File: config.mk
export PLATFORM = sky130hd
export DESIGN_NAME = asmmr_top
export DESIGN_NICKNAME = d
export VERILOG_FILES = /design/src/asmmr_pkg.sv /design/src/asmmr_ovr_mon.sv /design/src/asmmr_top.sv
export SDC_FILE = /design/constraint.sdc
export NUM_CORES = 1
export LEC_CHECK = 0
export ABC_CLOCK_PERIOD_IN_PS = 3900
export CORE_ASPECT_RATIO = 1.2
export CORE_MARGIN = 4
export CORE_UTILIZATION = 55
export CTS_BUF_LIST = sky130_fd_sc_hd__clkbuf_8
export DETAILED_ROUTE_END_ITERATION = 8
export DONT_BUFFER_PORTS = 1
export PLACE_DENSITY = 0.73
export SYNTH_ARGS = -nofsm -noshare
export SYNTH_HDL_FRONTEND = slang
export SYNTH_SLANG_ARGS = --single-unit
File: constraint.sdc
create_clock -name CORE_CLK -period 3.9 [get_ports CORE_CLK]
set_clock_uncertainty 0.15 [all_clocks]
set_input_delay 0.195 -clock CORE_CLK [delete_from_list [all_inputs] [get_ports CORE_CLK]]
set_output_delay 0.195 -clock CORE_CLK [all_outputs]
set_load 0.01 [all_outputs]
File: src/asmmr_pkg.sv
// Contract
// - Current data read clears all ready flags
// - Current off: voltage/temperature read clears all
// - Hold data until its ready flag clears
// - Core powered down: always update data
// - Comparator sets bit 4 above threshold
// - Threshold counter: set when count reached
// - Overrange detect sets status bit 3
// - Overrange flag updated every 125 us
// - Overrange held until disabled or gain change
// - Temperature result sets bit 2, read clears
// - Voltage result sets bit 1, read clears
// - Current result sets bit 0, current read clears
// - Mask bit enables matching status source
// - Mask register resets to zero
// - Mode bit 6 selects 20k ground path
// - Mode bit 5 selects low-power reference
// - Mode bits 4:3 select power mode
// - Enabled low status bits ORed to interrupt
// - Power modes normal, low, low-plus, undefined
// - Mode bits 2:0 select operation
package asmmr_pkg;

  // Register addresses
  localparam logic [31:0] STATUS_ADDR = 32'hFFFF0500;
  localparam logic [31:0] IRQ_EN_ADDR = 32'hFFFF0504;
  localparam logic [31:0] MODE_ADDR = 32'h0FFF0508;
  localparam logic [31:0] CUR_DATA_ADDR = 32'hFFFF050C;
  localparam logic [31:0] VOLT_DATA_ADDR = 32'hFFFF0510;
  localparam logic [31:0] TEMP_DATA_ADDR = 32'hFFFF0514;

  // Status bit positions
  localparam int ST_CUR_RDY = 0;
  localparam int ST_VOLT_RDY = 1;
  localparam int ST_TEMP_RDY = 2;
  localparam int ST_OVR = 3;
  localparam int ST_THRESH = 4;

  // Mode field positions
  localparam int MD_RSVD = 7;
  localparam int MD_GND_RES = 6;
  localparam int MD_LP_REF = 5;
  localparam int MD_PWR_HI = 4;
  localparam int MD_PWR_LO = 3;
  localparam int MD_OP_HI = 2;

  // Reset values
  localparam logic [7:0] MODE_RESET = 8'h00;
  localparam logic [7:0] IRQ_EN_RESET = 8'h00;
  localparam logic [15:0] STATUS_RESET = 16'h0000;
  localparam logic [15:0] DATA_RESET = 16'h0000;

  // Overrange evaluation interval
  localparam int CLK_PERIOD_NS = 40;
  localparam int OVR_INTERVAL_NS = 125000;
  localparam int OVR_CYCLES = OVR_INTERVAL_NS / CLK_PERIOD_NS;
  localparam logic [11:0] OVR_LAST = 12'(OVR_CYCLES - 1);

  // Power mode encodings
  localparam logic [1:0] PWR_NORMAL = 2'h0;
  localparam logic [1:0] PWR_LOW = 2'h1;
  localparam logic [1:0] PWR_LOW_PLUS = 2'h2;
  localparam logic [1:0] PWR_UNDEF = 2'h3;

  // Operation mode encodings
  localparam logic [2:0] OP_POWER_DOWN = 3'h0;
  localparam logic [2:0] OP_CONTINUOUS = 3'h1;
  localparam logic [2:0] OP_SINGLE = 3'h2;
  localparam logic [2:0] OP_IDLE = 3'h3;
  localparam logic [2:0] OP_OFFSET_CAL = 3'h4;
  localparam logic [2:0] OP_GAIN_CAL = 3'h5;

endpackage : asmmr_pkg

File: src/asmmr_ovr_mon.sv
`timescale 1ns/1ns
`default_nettype none
module asmmr_ovr_mon
  import asmmr_pkg::*;
(
  input wire logic clk,
  input wire logic rst,
  input wire logic ce,
  input wire logic ovr_pin,
  input wire logic det_en,
  input wire logic gain_change,
  output logic ovr_flag
);

  // Three-stage synchroniser for the analog detector
  logic [2:0] sync;
  logic [2:0] next_sync;
  // Debounced detector level
  logic ovr_level;
  logic next_ovr_level;
  // Interval timer
  logic [11:0] tick_cnt;
  logic [11:0] next_tick_cnt;
  logic next_ovr_flag;

  // Next-state computation
  always_comb begin
    next_sync = {sync[1:0], ovr_pin};
    // Accept a change only when stages two and three agree
    next_ovr_level = (sync[1] == sync[2]) ? sync[2] : ovr_level;
    next_tick_cnt = (tick_cnt == OVR_LAST) ? 12'h000 : tick_cnt + 12'h001;
    next_ovr_flag = ovr_flag;
    // clear on disable or gain change
    if (!det_en || gain_change) begin
      next_ovr_flag = 1'b0;
      next_tick_cnt = 12'h000;
    end else if (tick_cnt == OVR_LAST && ovr_level) begin
      next_ovr_flag = 1'b1;
    end
  end

  // State registers
  always_ff @(posedge clk) begin
    if (rst) begin
      sync <= 3'h0;
      ovr_level <= 1'b0;
      tick_cnt <= 12'h000;
      ovr_flag <= 1'b0;
    end else if (ce) begin
      sync <= next_sync;
      ovr_level <= next_ovr_level;
      tick_cnt <= next_tick_cnt;
      ovr_flag <= next_ovr_flag;
    end
  end

endmodule : asmmr_ovr_mon
`default_nettype wire

File: src/asmmr_top.sv
`timescale 1ns/1ns
`default_nettype none
module asmmr_top
  import asmmr_pkg::*;
(
  input wire logic CORE_CLK,
  input wire logic RST,
  input wire logic CE,
  // Processor register port
  input wire logic [31:0] ADDR,
  input wire logic WR_EN,
  input wire logic RD_EN,
  input wire logic [15:0] WDATA,
  output logic [15:0] RDATA,
  // Converter result strobes
  input wire logic CUR_VALID,
  input wire logic [15:0] CUR_RESULT,
  input wire logic VOLT_VALID,
  input wire logic [15:0] VOLT_RESULT,
  input wire logic TEMP_VALID,
  input wire logic [15:0] TEMP_RESULT,
  // Configuration levels
  input wire logic CUR_EN,
  input wire logic VOLT_EN,
  input wire logic TEMP_EN,
  input wire logic CMP_EN,
  input wire logic OVR_DET_EN,
  input wire logic GAIN_CHANGE,
  input wire logic CORE_POWERED_DOWN,
  input wire logic [15:0] CUR_THRESHOLD,
  input wire logic THRESH_COUNT_EN,
  input wire logic [7:0] THRESH_COUNT_LIMIT,
  // Analog overrange detector
  input wire logic OVR_DETECT,
  // Outputs
  output logic CONV_IRQ,
  output logic GND_SW_RES_SEL,
  output logic LP_REF_PRECISE,
  output logic [1:0] POWER_MODE,
  output logic [2:0] OP_MODE,
  output logic [7:0] THRESH_COUNT_VALUE
);

  // Mode, mask and status storage
  logic [7:0] mode;
  logic [7:0] next_mode;
  logic [7:0] irq_en;
  logic [7:0] next_irq_en;
  logic [4:0] ready;
  logic [4:0] next_ready;
  // Channel data registers
  logic [15:0] cur_data;
  logic [15:0] next_cur_data;
  logic [15:0] volt_data;
  logic [15:0] next_volt_data;
  logic [15:0] temp_data;
  logic [15:0] next_temp_data;
  // Read data register
  logic [15:0] rdata;
  logic [15:0] next_rdata;
  // Threshold counter
  logic [7:0] th_cnt;
  logic [7:0] next_th_cnt;
  // Overrange flag from the monitor
  logic ovr_flag;
  // Decoded read strobes
  logic rd_cur;
  logic rd_volt;
  logic rd_temp;
  // Accepted data updates
  logic upd_cur;
  logic upd_volt;
  logic upd_temp;
  // Magnitude of the current result
  logic [15:0] cur_mag;
  logic cur_exceeds;
  // Full status word
  logic [15:0] status;

  // Overrange monitor
  asmmr_ovr_mon u_ovr (
    .clk(CORE_CLK),
    .rst(RST),
    .ce(CE),
    .ovr_pin(OVR_DETECT),
    .det_en(OVR_DET_EN),
    .gain_change(GAIN_CHANGE),
    .ovr_flag(ovr_flag)
  );

  // Read decode and update gating
  always_comb begin
    rd_cur = RD_EN && (ADDR == CUR_DATA_ADDR);
    rd_volt = RD_EN && (ADDR == VOLT_DATA_ADDR);
    rd_temp = RD_EN && (ADDR == TEMP_DATA_ADDR);
    upd_cur = CUR_VALID && CUR_EN && (!ready[ST_CUR_RDY] || CORE_POWERED_DOWN);
    upd_volt = VOLT_VALID && VOLT_EN && (!ready[ST_VOLT_RDY] || CORE_POWERED_DOWN);
    upd_temp = TEMP_VALID && TEMP_EN && (!ready[ST_TEMP_RDY] || CORE_POWERED_DOWN);
    // Two's complement magnitude
    cur_mag = CUR_RESULT[15] ? (~CUR_RESULT + 16'h0001) : CUR_RESULT;
    cur_exceeds = cur_mag > CUR_THRESHOLD;
    status = {11'h000, ready[ST_THRESH], ovr_flag, ready[ST_TEMP_RDY:ST_CUR_RDY]};
  end

  // Mode and mask register writes
  always_comb begin
    next_mode = mode;
    next_irq_en = irq_en;
    if (WR_EN && ADDR == MODE_ADDR) begin
      next_mode = WDATA[7:0];
      // Reserved bit stored as zero
      next_mode[MD_RSVD] = 1'b0;
    end
    if (WR_EN && ADDR == IRQ_EN_ADDR) begin
      next_irq_en = WDATA[7:0];
    end
  end

  // Ready flags, data registers and threshold counter
  always_comb begin
    next_ready = ready;
    next_cur_data = cur_data;
    next_volt_data = volt_data;
    next_temp_data = temp_data;
    next_th_cnt = th_cnt;
    // current read clears every ready flag
    if (rd_cur) begin
      next_ready[ST_TEMP_RDY:ST_CUR_RDY] = 3'h0;
    end
    // current off, other reads clear all
    if ((rd_volt || rd_temp) && !CUR_EN) begin
      next_ready[ST_TEMP_RDY:ST_CUR_RDY] = 3'h0;
    end
    if (rd_volt) begin
      next_ready[ST_VOLT_RDY] = 1'b0;
    end
    if (rd_temp) begin
      next_ready[ST_TEMP_RDY] = 1'b0;
    end
    if (upd_cur) begin
      next_cur_data = CUR_RESULT;
      next_ready[ST_CUR_RDY] = 1'b1;
    end
    if (upd_volt) begin
      next_volt_data = VOLT_RESULT;
      next_ready[ST_VOLT_RDY] = 1'b1;
    end
    if (upd_temp) begin
      next_temp_data = TEMP_RESULT;
      next_ready[ST_TEMP_RDY] = 1'b1;
    end
    // Comparator off clears flag and count
    if (!CMP_EN) begin
      next_ready[ST_THRESH] = 1'b0;
      next_th_cnt = 8'h00;
    end else if (CUR_VALID && CUR_EN && cur_exceeds) begin
      if (THRESH_COUNT_EN) begin
        if (th_cnt != 8'hFF) begin
          next_th_cnt = th_cnt + 8'h01;
        end
        if (th_cnt + 8'h01 == THRESH_COUNT_LIMIT) begin
          next_ready[ST_THRESH] = 1'b1;
        end
      end else begin
        next_ready[ST_THRESH] = 1'b1;
      end
    end
  end

  // Read data mux
  always_comb begin
    next_rdata = rdata;
    if (RD_EN) begin
      case (ADDR)
        STATUS_ADDR: next_rdata = status;
        IRQ_EN_ADDR: next_rdata = {8'h00, irq_en};
        MODE_ADDR: next_rdata = {8'h00, mode};
        CUR_DATA_ADDR: next_rdata = cur_data;
        VOLT_DATA_ADDR: next_rdata = volt_data;
        TEMP_DATA_ADDR: next_rdata = temp_data;
        // Unmapped addresses read zero
        default: next_rdata = 16'h0000;
      endcase
    end
  end

  // State registers
  always_ff @(posedge CORE_CLK) begin
    if (RST) begin
      mode <= MODE_RESET;
      irq_en <= IRQ_EN_RESET;
      ready <= 5'h00;
      cur_data <= DATA_RESET;
      volt_data <= DATA_RESET;
      temp_data <= DATA_RESET;
      rdata <= STATUS_RESET;
      th_cnt <= 8'h00;
    end else if (CE) begin
      mode <= next_mode;
      irq_en <= next_irq_en;
      ready <= next_ready;
      cur_data <= next_cur_data;
      volt_data <= next_volt_data;
      temp_data <= next_temp_data;
      rdata <= next_rdata;
      th_cnt <= next_th_cnt;
    end
  end

  // Outputs
  always_comb begin
    RDATA = rdata;
    // OR of enabled low status bits
    CONV_IRQ = |(status[7:0] & irq_en);
    GND_SW_RES_SEL = mode[MD_GND_RES];
    LP_REF_PRECISE = mode[MD_LP_REF];
    // 01 low, 10 low plus, 11 undefined
    POWER_MODE = mode[MD_PWR_HI:MD_PWR_LO];
    OP_MODE = mode[MD_OP_HI:0];
    THRESH_COUNT_VALUE = th_cnt;
  end

endmodule : asmmr_top
`default_nettype wire

After elaboration in Yosys (flattened, before gate mapping)
Cells that the tools add are included.
- $add $sub $neg: 3
- $lt $le $gt $ge: 1
- equal/unequal tests: 14
- multiplexer cells: 21
- bitwise logic cells: 2
- reduce and logical (&&, ||, !) cells: 42
- operators by type and width (operator ; count):
    32-bit equality test (second input constant) ; 5
    16-bit case mux with 6 select lines ; 1
    32-bit by 28-bit equality test with 1-bit output (second input constant) ; 1
    8-bit 2-to-1 mux ; 4
    12-bit 2-to-1 mux ; 2
    2-bit AND reduction ; 11
    16-bit by 1-bit adder with 16-bit output (second input constant) ; 1
    16-bit greater-than comparator ; 1
    16-bit 2-to-1 mux ; 1
    16-bit inverter ; 1
    1-bit logical AND ; 14
    12-bit by 1-bit adder with 12-bit output (second input constant) ; 1
    12-bit equality test (second input constant) ; 1
    1-bit 2-to-1 mux ; 11
    8-bit by 1-bit adder with 8-bit output (second input constant) ; 1
    5-bit by 8-bit bitwise AND with 8-bit output ; 1
    8-bit equality test ; 1
    8-bit inequality test (second input constant) ; 1
    4-bit nonzero test ; 2
    8-bit OR reduction ; 1
    3-bit 2-to-1 mux ; 2
    2-bit by 1-bit inequality test with 1-bit output (second input constant) ; 3
    1-bit zero test ; 5
    1-bit logical OR ; 5
    other kinds (6) ; 6
- register bits: 108
- input bits: 137
- output and inout port bits: 32
- logic and storage cells: 98

Logic depth before layout (Yosys ltp)
- depth in word-level cells: 7
- mapped depth: 15

By module
A second synthesis with hierarchy kept.
- cells, all modules: 729
- area total of the unflattened synthesis: 5831.8 µm²
- by module, submodules not included (module ; instances ; cells each ; area each (µm²)):
    asmmr_top ; 1 ; 646 ; 5048.6
    asmmr_ovr_mon ; 1 ; 83 ; 783.3

Worst setup path after synthesis
OpenSTA, ideal clock, no wires.
- path kind: input to register
- start point: input CUR_RESULT[2]
- end point: register th_cnt[4], in the netlist THRESH_COUNT_VALUE[4]
- data arrival time: 2939 ps
- slack: 691 ps
- stages: 14
- buffers on the path: 1
- cells stage by stage: nor3_1 > nand3_1 > or3_1 > nand2b_1 > o31ai_1 > xnor2_1 > ha_1 > nand4_1 > nor4_1 > a21boi_0 > o31a_1 > buf_2 > a21oi_1 > a211o_1
- cells in the longest elaborated chain, start to end: 7
- ends and longest elaborated chain (what ; RTL line ; text):
    start: declaration ; asmmr_top.sv:17 ; input wire logic [15:0] CUR_RESULT,
    16-bit inverter ; asmmr_top.sv:100 ; cur_mag = CUR_RESULT[15] ? (~CUR_RESULT + 16'h0001) : CUR_RESULT;
    16-bit by 1-bit adder with 16-bit output ; asmmr_top.sv:100 ;
    16-bit 2-to-1 mux * ; asmmr_top.sv:100 ;
    16-bit greater-than comparator * ; asmmr_top.sv:101 ; cur_exceeds = cur_mag > CUR_THRESHOLD;
    1-bit logical AND * ; asmmr_top.sv:156 ; end else if (CUR_VALID && CUR_EN && cur_exceeds) begin
    2-bit by 1-bit inequality test with 1-bit output (no source line) * ; -- ;
    4-bit AND reduction (no source line) * ; -- ;
    end signal: assignment ; asmmr_top.sv:206 ; th_cnt <= next_th_cnt;
    end: declaration ; asmmr_top.sv:62 ; logic [7:0] th_cnt;
Every way passes the cells marked *; elsewhere a longest branch is shown, timed or not.
A chain may end at the register's enable or synchronous reset.

Final worst setup path
- start point: input CUR_RESULT[2]
- end point: register th_cnt[1], in the netlist THRESH_COUNT_VALUE[1]
The elaborated chain is that of the path after synthesis.

==> results summary <==
The run finished with clean final reports. The detailed placer's ending HPWL is ~12000 um. The total met3 wirelength after detailed routing came out at around 1400 um.

The DRC violation count after routing came out at 0. The via total after detailed routing is 5518. The number of synthesized flops with an enable pin came out at 0. The share of layout cells above drive strength 1 is 0.0597. The final worst-path cycle share is 0.922. The startpoint class of the critical path is an input pin. The top routing layer in use is met4. The maximum vdd ir drop came out at 0.175 mV. The antenna cell count came out at 0. The signal on the critical path passes through nor3_1 -> nand3_1 -> or3_1 -> nand2b_1 -> o31ai_1 -> xnor2_1 -> ha_1 -> nand4_1 -> nor4_2 -> a21boi_0 -> o31a_2 -> nand4_1 -> a21oi_1 -> dlygate4sd3_1. The average vias per placed instance is a little over 6. The maximum clock path buffer count is 2. The number of different library cells used by synthesis comes to 72. On the critical path, the stage with the largest delay is an instance of sky130_fd_sc_hd__dlygate4sd3_1. Clock tree synthesis inserted a total of 9 buffers. The die covers around 0.012 mm2. The number of max-slew violations in the final report came out at 0. TritonCTS built the clock tree. The initial standard-cell utilization of the core is 0.561. The net count of the finished layout came out at 923. The share of total power dissipated in combinational logic is 0.121. The switching power of the nets is between 500 and 600 uW. The maximum fanout along the worst path is 9. Among all flip-flop cells after synthesis, the most frequent one is sky130_fd_sc_hd__dfxtp_1. The number of cells after detailed placement came out at 816. The netlist area before placement is ~0.0059 mm2. The peak per-stage delay on the critical path came out at roughly 570 ps. The cell-internal power came out at between 1500 and 2000 uW. The final weighted congestion of routability-driven global placement came out at a little under 0.9.

Power spread over the standard cell area amounts to a little over 300 mW/mm2. The final period demand of the worst path is 3590 ps. After routing, the total negative slack on setup checks comes to 0 ps. The quantity of I/O buffers inserted on ports is 0.

The synthesized netlist net count came out at between 800 and 900. Setup repair after global routing left no endpoint under its margin. The number of placement rows came out at slightly above 40.

The final number of hold-violating endpoints came to 0. Once layout is complete, the cells apart from fillers number 900. The power share of the sequential group came out at 0.550.

The total of endpoints with negative setup slack in the final report is 0. The iteration-0 DRC count of the detailed router came out at between 300 and 400. The share of synthesized flip-flops with an asynchronous set or reset is 0. The total number of yosys warnings came out at 0. The global-route usage over all layers came out at 0.270. The sequential element share of the synthesized area is 0.366. The largest net degree at the start of global routing is 93. The total overflow left after global routing is 0. The wire length on met2 is between 8000 and 9000 um. The via count of the first global-routing pass was approximately 5600.

Counting stages on the worst path, the most repeated cell is sky130_fd_sc_hd__nand4_1. The arrival time of the worst setup path is around 3800 ps. The total wire length after detailed routing came out at roughly 17000 um. The relative area change from synthesis to final layout is 15.2%. In this run, synthesis produced a sequential element count of approximately 110. The first detailed-routing pass ran for 5 iterations. In the synthesized netlist, the number of instances is 720. The insertion delay of the later-clocked pin in the worst-skew pair came out at between 300 and 400 ps.

The classification of the worst setup path is input pin to flop. The global-route wire length before repair came out at approximately 27000 um. In this run the clock root is driven by a sky130_fd_sc_hd__clkbuf_8. The detailed router put a total of 6400 um of wire on met1. The actual transition at the worst max-transition pin came out at approximately 1100 ps.

The worst endpoint required time is roughly 4000 ps. The number of sinks on the clock net came out at between 100 and 150. In this design, the largest share of critical-path delay is due to simple AND/OR/NAND/NOR gates.

The share of total power in the clock network is 0.329. The I/O pin total came out at around 170. The core footprint came out at 0.0105 mm2. The switching share of power is 0.255. The number of max-cap violations is 0. After detailed routing, the average wire length per cell comes to approximately 19 um. Summed over all cells, the static leakage comes to ~0.0025 uW. The chip width came out at 103 um. In this run the worst hold path is classified as input pin to flop. The H-tree depth is 3. A synthesized cell averages between 8 and 9 um2. The max-slew headroom at the worst pin came out at 0.273. The buffers plus inverters on the worst setup path came out at 1. From bottom edge to top edge, the die measures 121 um. The number of antenna-violating nets in the routed design is 0. The clock-pin slew of the registers on the worst-case setup and hold paths is roughly 100 ps.

The highest achievable clock rate came out at 0.278 GHz. The critical path endpoint category is a flop. The number of antenna violations at the first check in global routing is 0.
==> synthesized netlist by cell type (4+ instances only) <==
cell type | n | area [um2]
sky130_fd_sc_hd__a211o_1 | 5 | 43.8
sky130_fd_sc_hd__o31ai_1 | 4 | 30.0
sky130_fd_sc_hd__mux2i_1 | 22 | 220
sky130_fd_sc_hd__inv_1 | 29 | 109
sky130_fd_sc_hd__or3_1 | 9 | 56.3
sky130_fd_sc_hd__a21o_1 | 9 | 67.6
sky130_fd_sc_hd__o2bb2ai_1 | 8 | 70.1
sky130_fd_sc_hd__nor2_1 | 45 | 169
sky130_fd_sc_hd__buf_1 | 4 | 15.0
sky130_fd_sc_hd__dfxtp_1 | 108 | 2160
sky130_fd_sc_hd__and3_1 | 4 | 25.0
sky130_fd_sc_hd__nor4_1 | 5 | 31.3
sky130_fd_sc_hd__buf_2 | 5 | 25.0
sky130_fd_sc_hd__o21ai_0 | 18 | 90.1
sky130_fd_sc_hd__mux4_2 | 5 | 113
sky130_fd_sc_hd__nor3_1 | 10 | 50.1
sky130_fd_sc_hd__xnor2_1 | 22 | 193
sky130_fd_sc_hd__a31oi_1 | 5 | 31.3
sky130_fd_sc_hd__a21oi_1 | 81 | 405
sky130_fd_sc_hd__a211oi_1 | 5 | 37.5
sky130_fd_sc_hd__nand4_1 | 15 | 93.8
sky130_fd_sc_hd__clkbuf_1 | 19 | 71.3
sky130_fd_sc_hd__a22o_1 | 9 | 78.8
sky130_fd_sc_hd__a22oi_1 | 13 | 97.6
sky130_fd_sc_hd__nand3_1 | 30 | 150
sky130_fd_sc_hd__xor2_1 | 9 | 78.8
sky130_fd_sc_hd__ha_1 | 20 | 250
sky130_fd_sc_hd__nand2_1 | 137 | 514
==> area by class of cell <==
cell class,count,area (um2)
clock inverter,7,68.8
multi-input combinational,547,3460
timing repair buffer,70,711
clock buffer,9,124
fill,914,3720
tap,129,161
inverter,30,113
sequential,108,2160
==> cells in the final DEF, fill, tap and decap left out, types with 3 or more instances in the layout <==
cell and instances:
sky130_fd_sc_hd__buf_4 3, sky130_fd_sc_hd__nand2_1 137, sky130_fd_sc_hd__a211oi_1 5, sky130_fd_sc_hd__a21o_1 9
sky130_fd_sc_hd__o32ai_1 3, sky130_fd_sc_hd__nor4_1 4, sky130_fd_sc_hd__o2bb2ai_1 8, sky130_fd_sc_hd__nor3_1 10
sky130_fd_sc_hd__a211o_1 5, sky130_fd_sc_hd__clkbuf_8 9, sky130_fd_sc_hd__dlygate4sd3_1 66, sky130_fd_sc_hd__clkinvlp_4 4
sky130_fd_sc_hd__a21oi_1 81, sky130_fd_sc_hd__nor2_1 45, sky130_fd_sc_hd__nand2b_1 3, sky130_fd_sc_hd__or3_1 9
sky130_fd_sc_hd__mux4_2 5, sky130_fd_sc_hd__dfxtp_1 108, sky130_fd_sc_hd__a22oi_1 13, sky130_fd_sc_hd__nor2b_1 3
sky130_fd_sc_hd__o21ai_0 18, sky130_fd_sc_hd__ha_1 20, sky130_fd_sc_hd__nand3_1 30, sky130_fd_sc_hd__and3_1 4
sky130_fd_sc_hd__inv_1 30, sky130_fd_sc_hd__xnor2_1 22, sky130_fd_sc_hd__mux2i_1 22, sky130_fd_sc_hd__a22o_1 9
sky130_fd_sc_hd__nand4_1 15, sky130_fd_sc_hd__xor2_1 9, sky130_fd_sc_hd__a31oi_1 5, sky130_fd_sc_hd__o31ai_1 4
==> power by group through the flow <==
stage               logic [uW]  clock network [uW]  registers, uW
global placement           158                   0           1160
global route               276                 724           1140
detailed placement         166                   0           1160
CTS                        243                 684           1140
finish                     249                 678           1140
floorplan                  162                   0           1160
==> kinds of logic after synthesis <==
family                   count (synthesis)  share of synthesized area
AO/OA/AOI/OAI                          177                      0.195
XOR/XNOR                                31                     0.0460
flip-flops                             108                      0.366
adder cells (fa/ha/maj)                 20                     0.0424
AND/OR/NAND/NOR                        292                      0.245
buffers and inverters                   65                     0.0490
multiplexers                            27                     0.0564
==> state kept, by name, summed over array words and instances (netlist names) <==
signal and flops:
RDATA 16, THRESH_COUNT_VALUE 8, cur_data 16, irq_en 8, mode 7, ready 4, temp_data 16, u_ovr.ovr_flag 1
u_ovr.ovr_level 1, u_ovr.sync 3, u_ovr.tick_cnt 12, volt_data 16
==> layer usage <==
layer,up-vias,global-route usage
met1,2613,0.301
met3,41,0.0719
met4,0,0.113
met2,207,0.475
met5,-,0
li1,2657,-
==> stage by stage <==
stage               hold slack [ps]  worst slack, ps  total power, uW  instance area [um2]  utilization
floorplan                       153              691             1320                 5900            -
global placement                129              308             1320                 5900        0.561
detailed placement              134              112             1330                 5900        0.561
CTS                            3.88              157             2060                 6780        0.645
global route                   23.3             7.81             2140                 6800        0.646
finish                         9.91              305             2060                 6800        0.646
==> worst paths after layout <==
check                        start                     to  slack [ps]  cells past startpoint
min reg2reg          volt_data[15]          volt_data[15]         310                      2
min                            RST  THRESH_COUNT_VALUE[5]          10                      2
max                  CUR_RESULT[2]  THRESH_COUNT_VALUE[1]         310                     14
max reg2reg  THRESH_COUNT_VALUE[0]  THRESH_COUNT_VALUE[1]         990                      7
==> what timing repair did <==
action	4_1_cts	5_1_grt
setup endpoints to repair	0	2
buffers inserted	0	1
hold endpoints to repair	106	0
gates resized for setup	0	2
hold buffers	67	0
No activity file was read; power rests on OpenSTA's default activity.
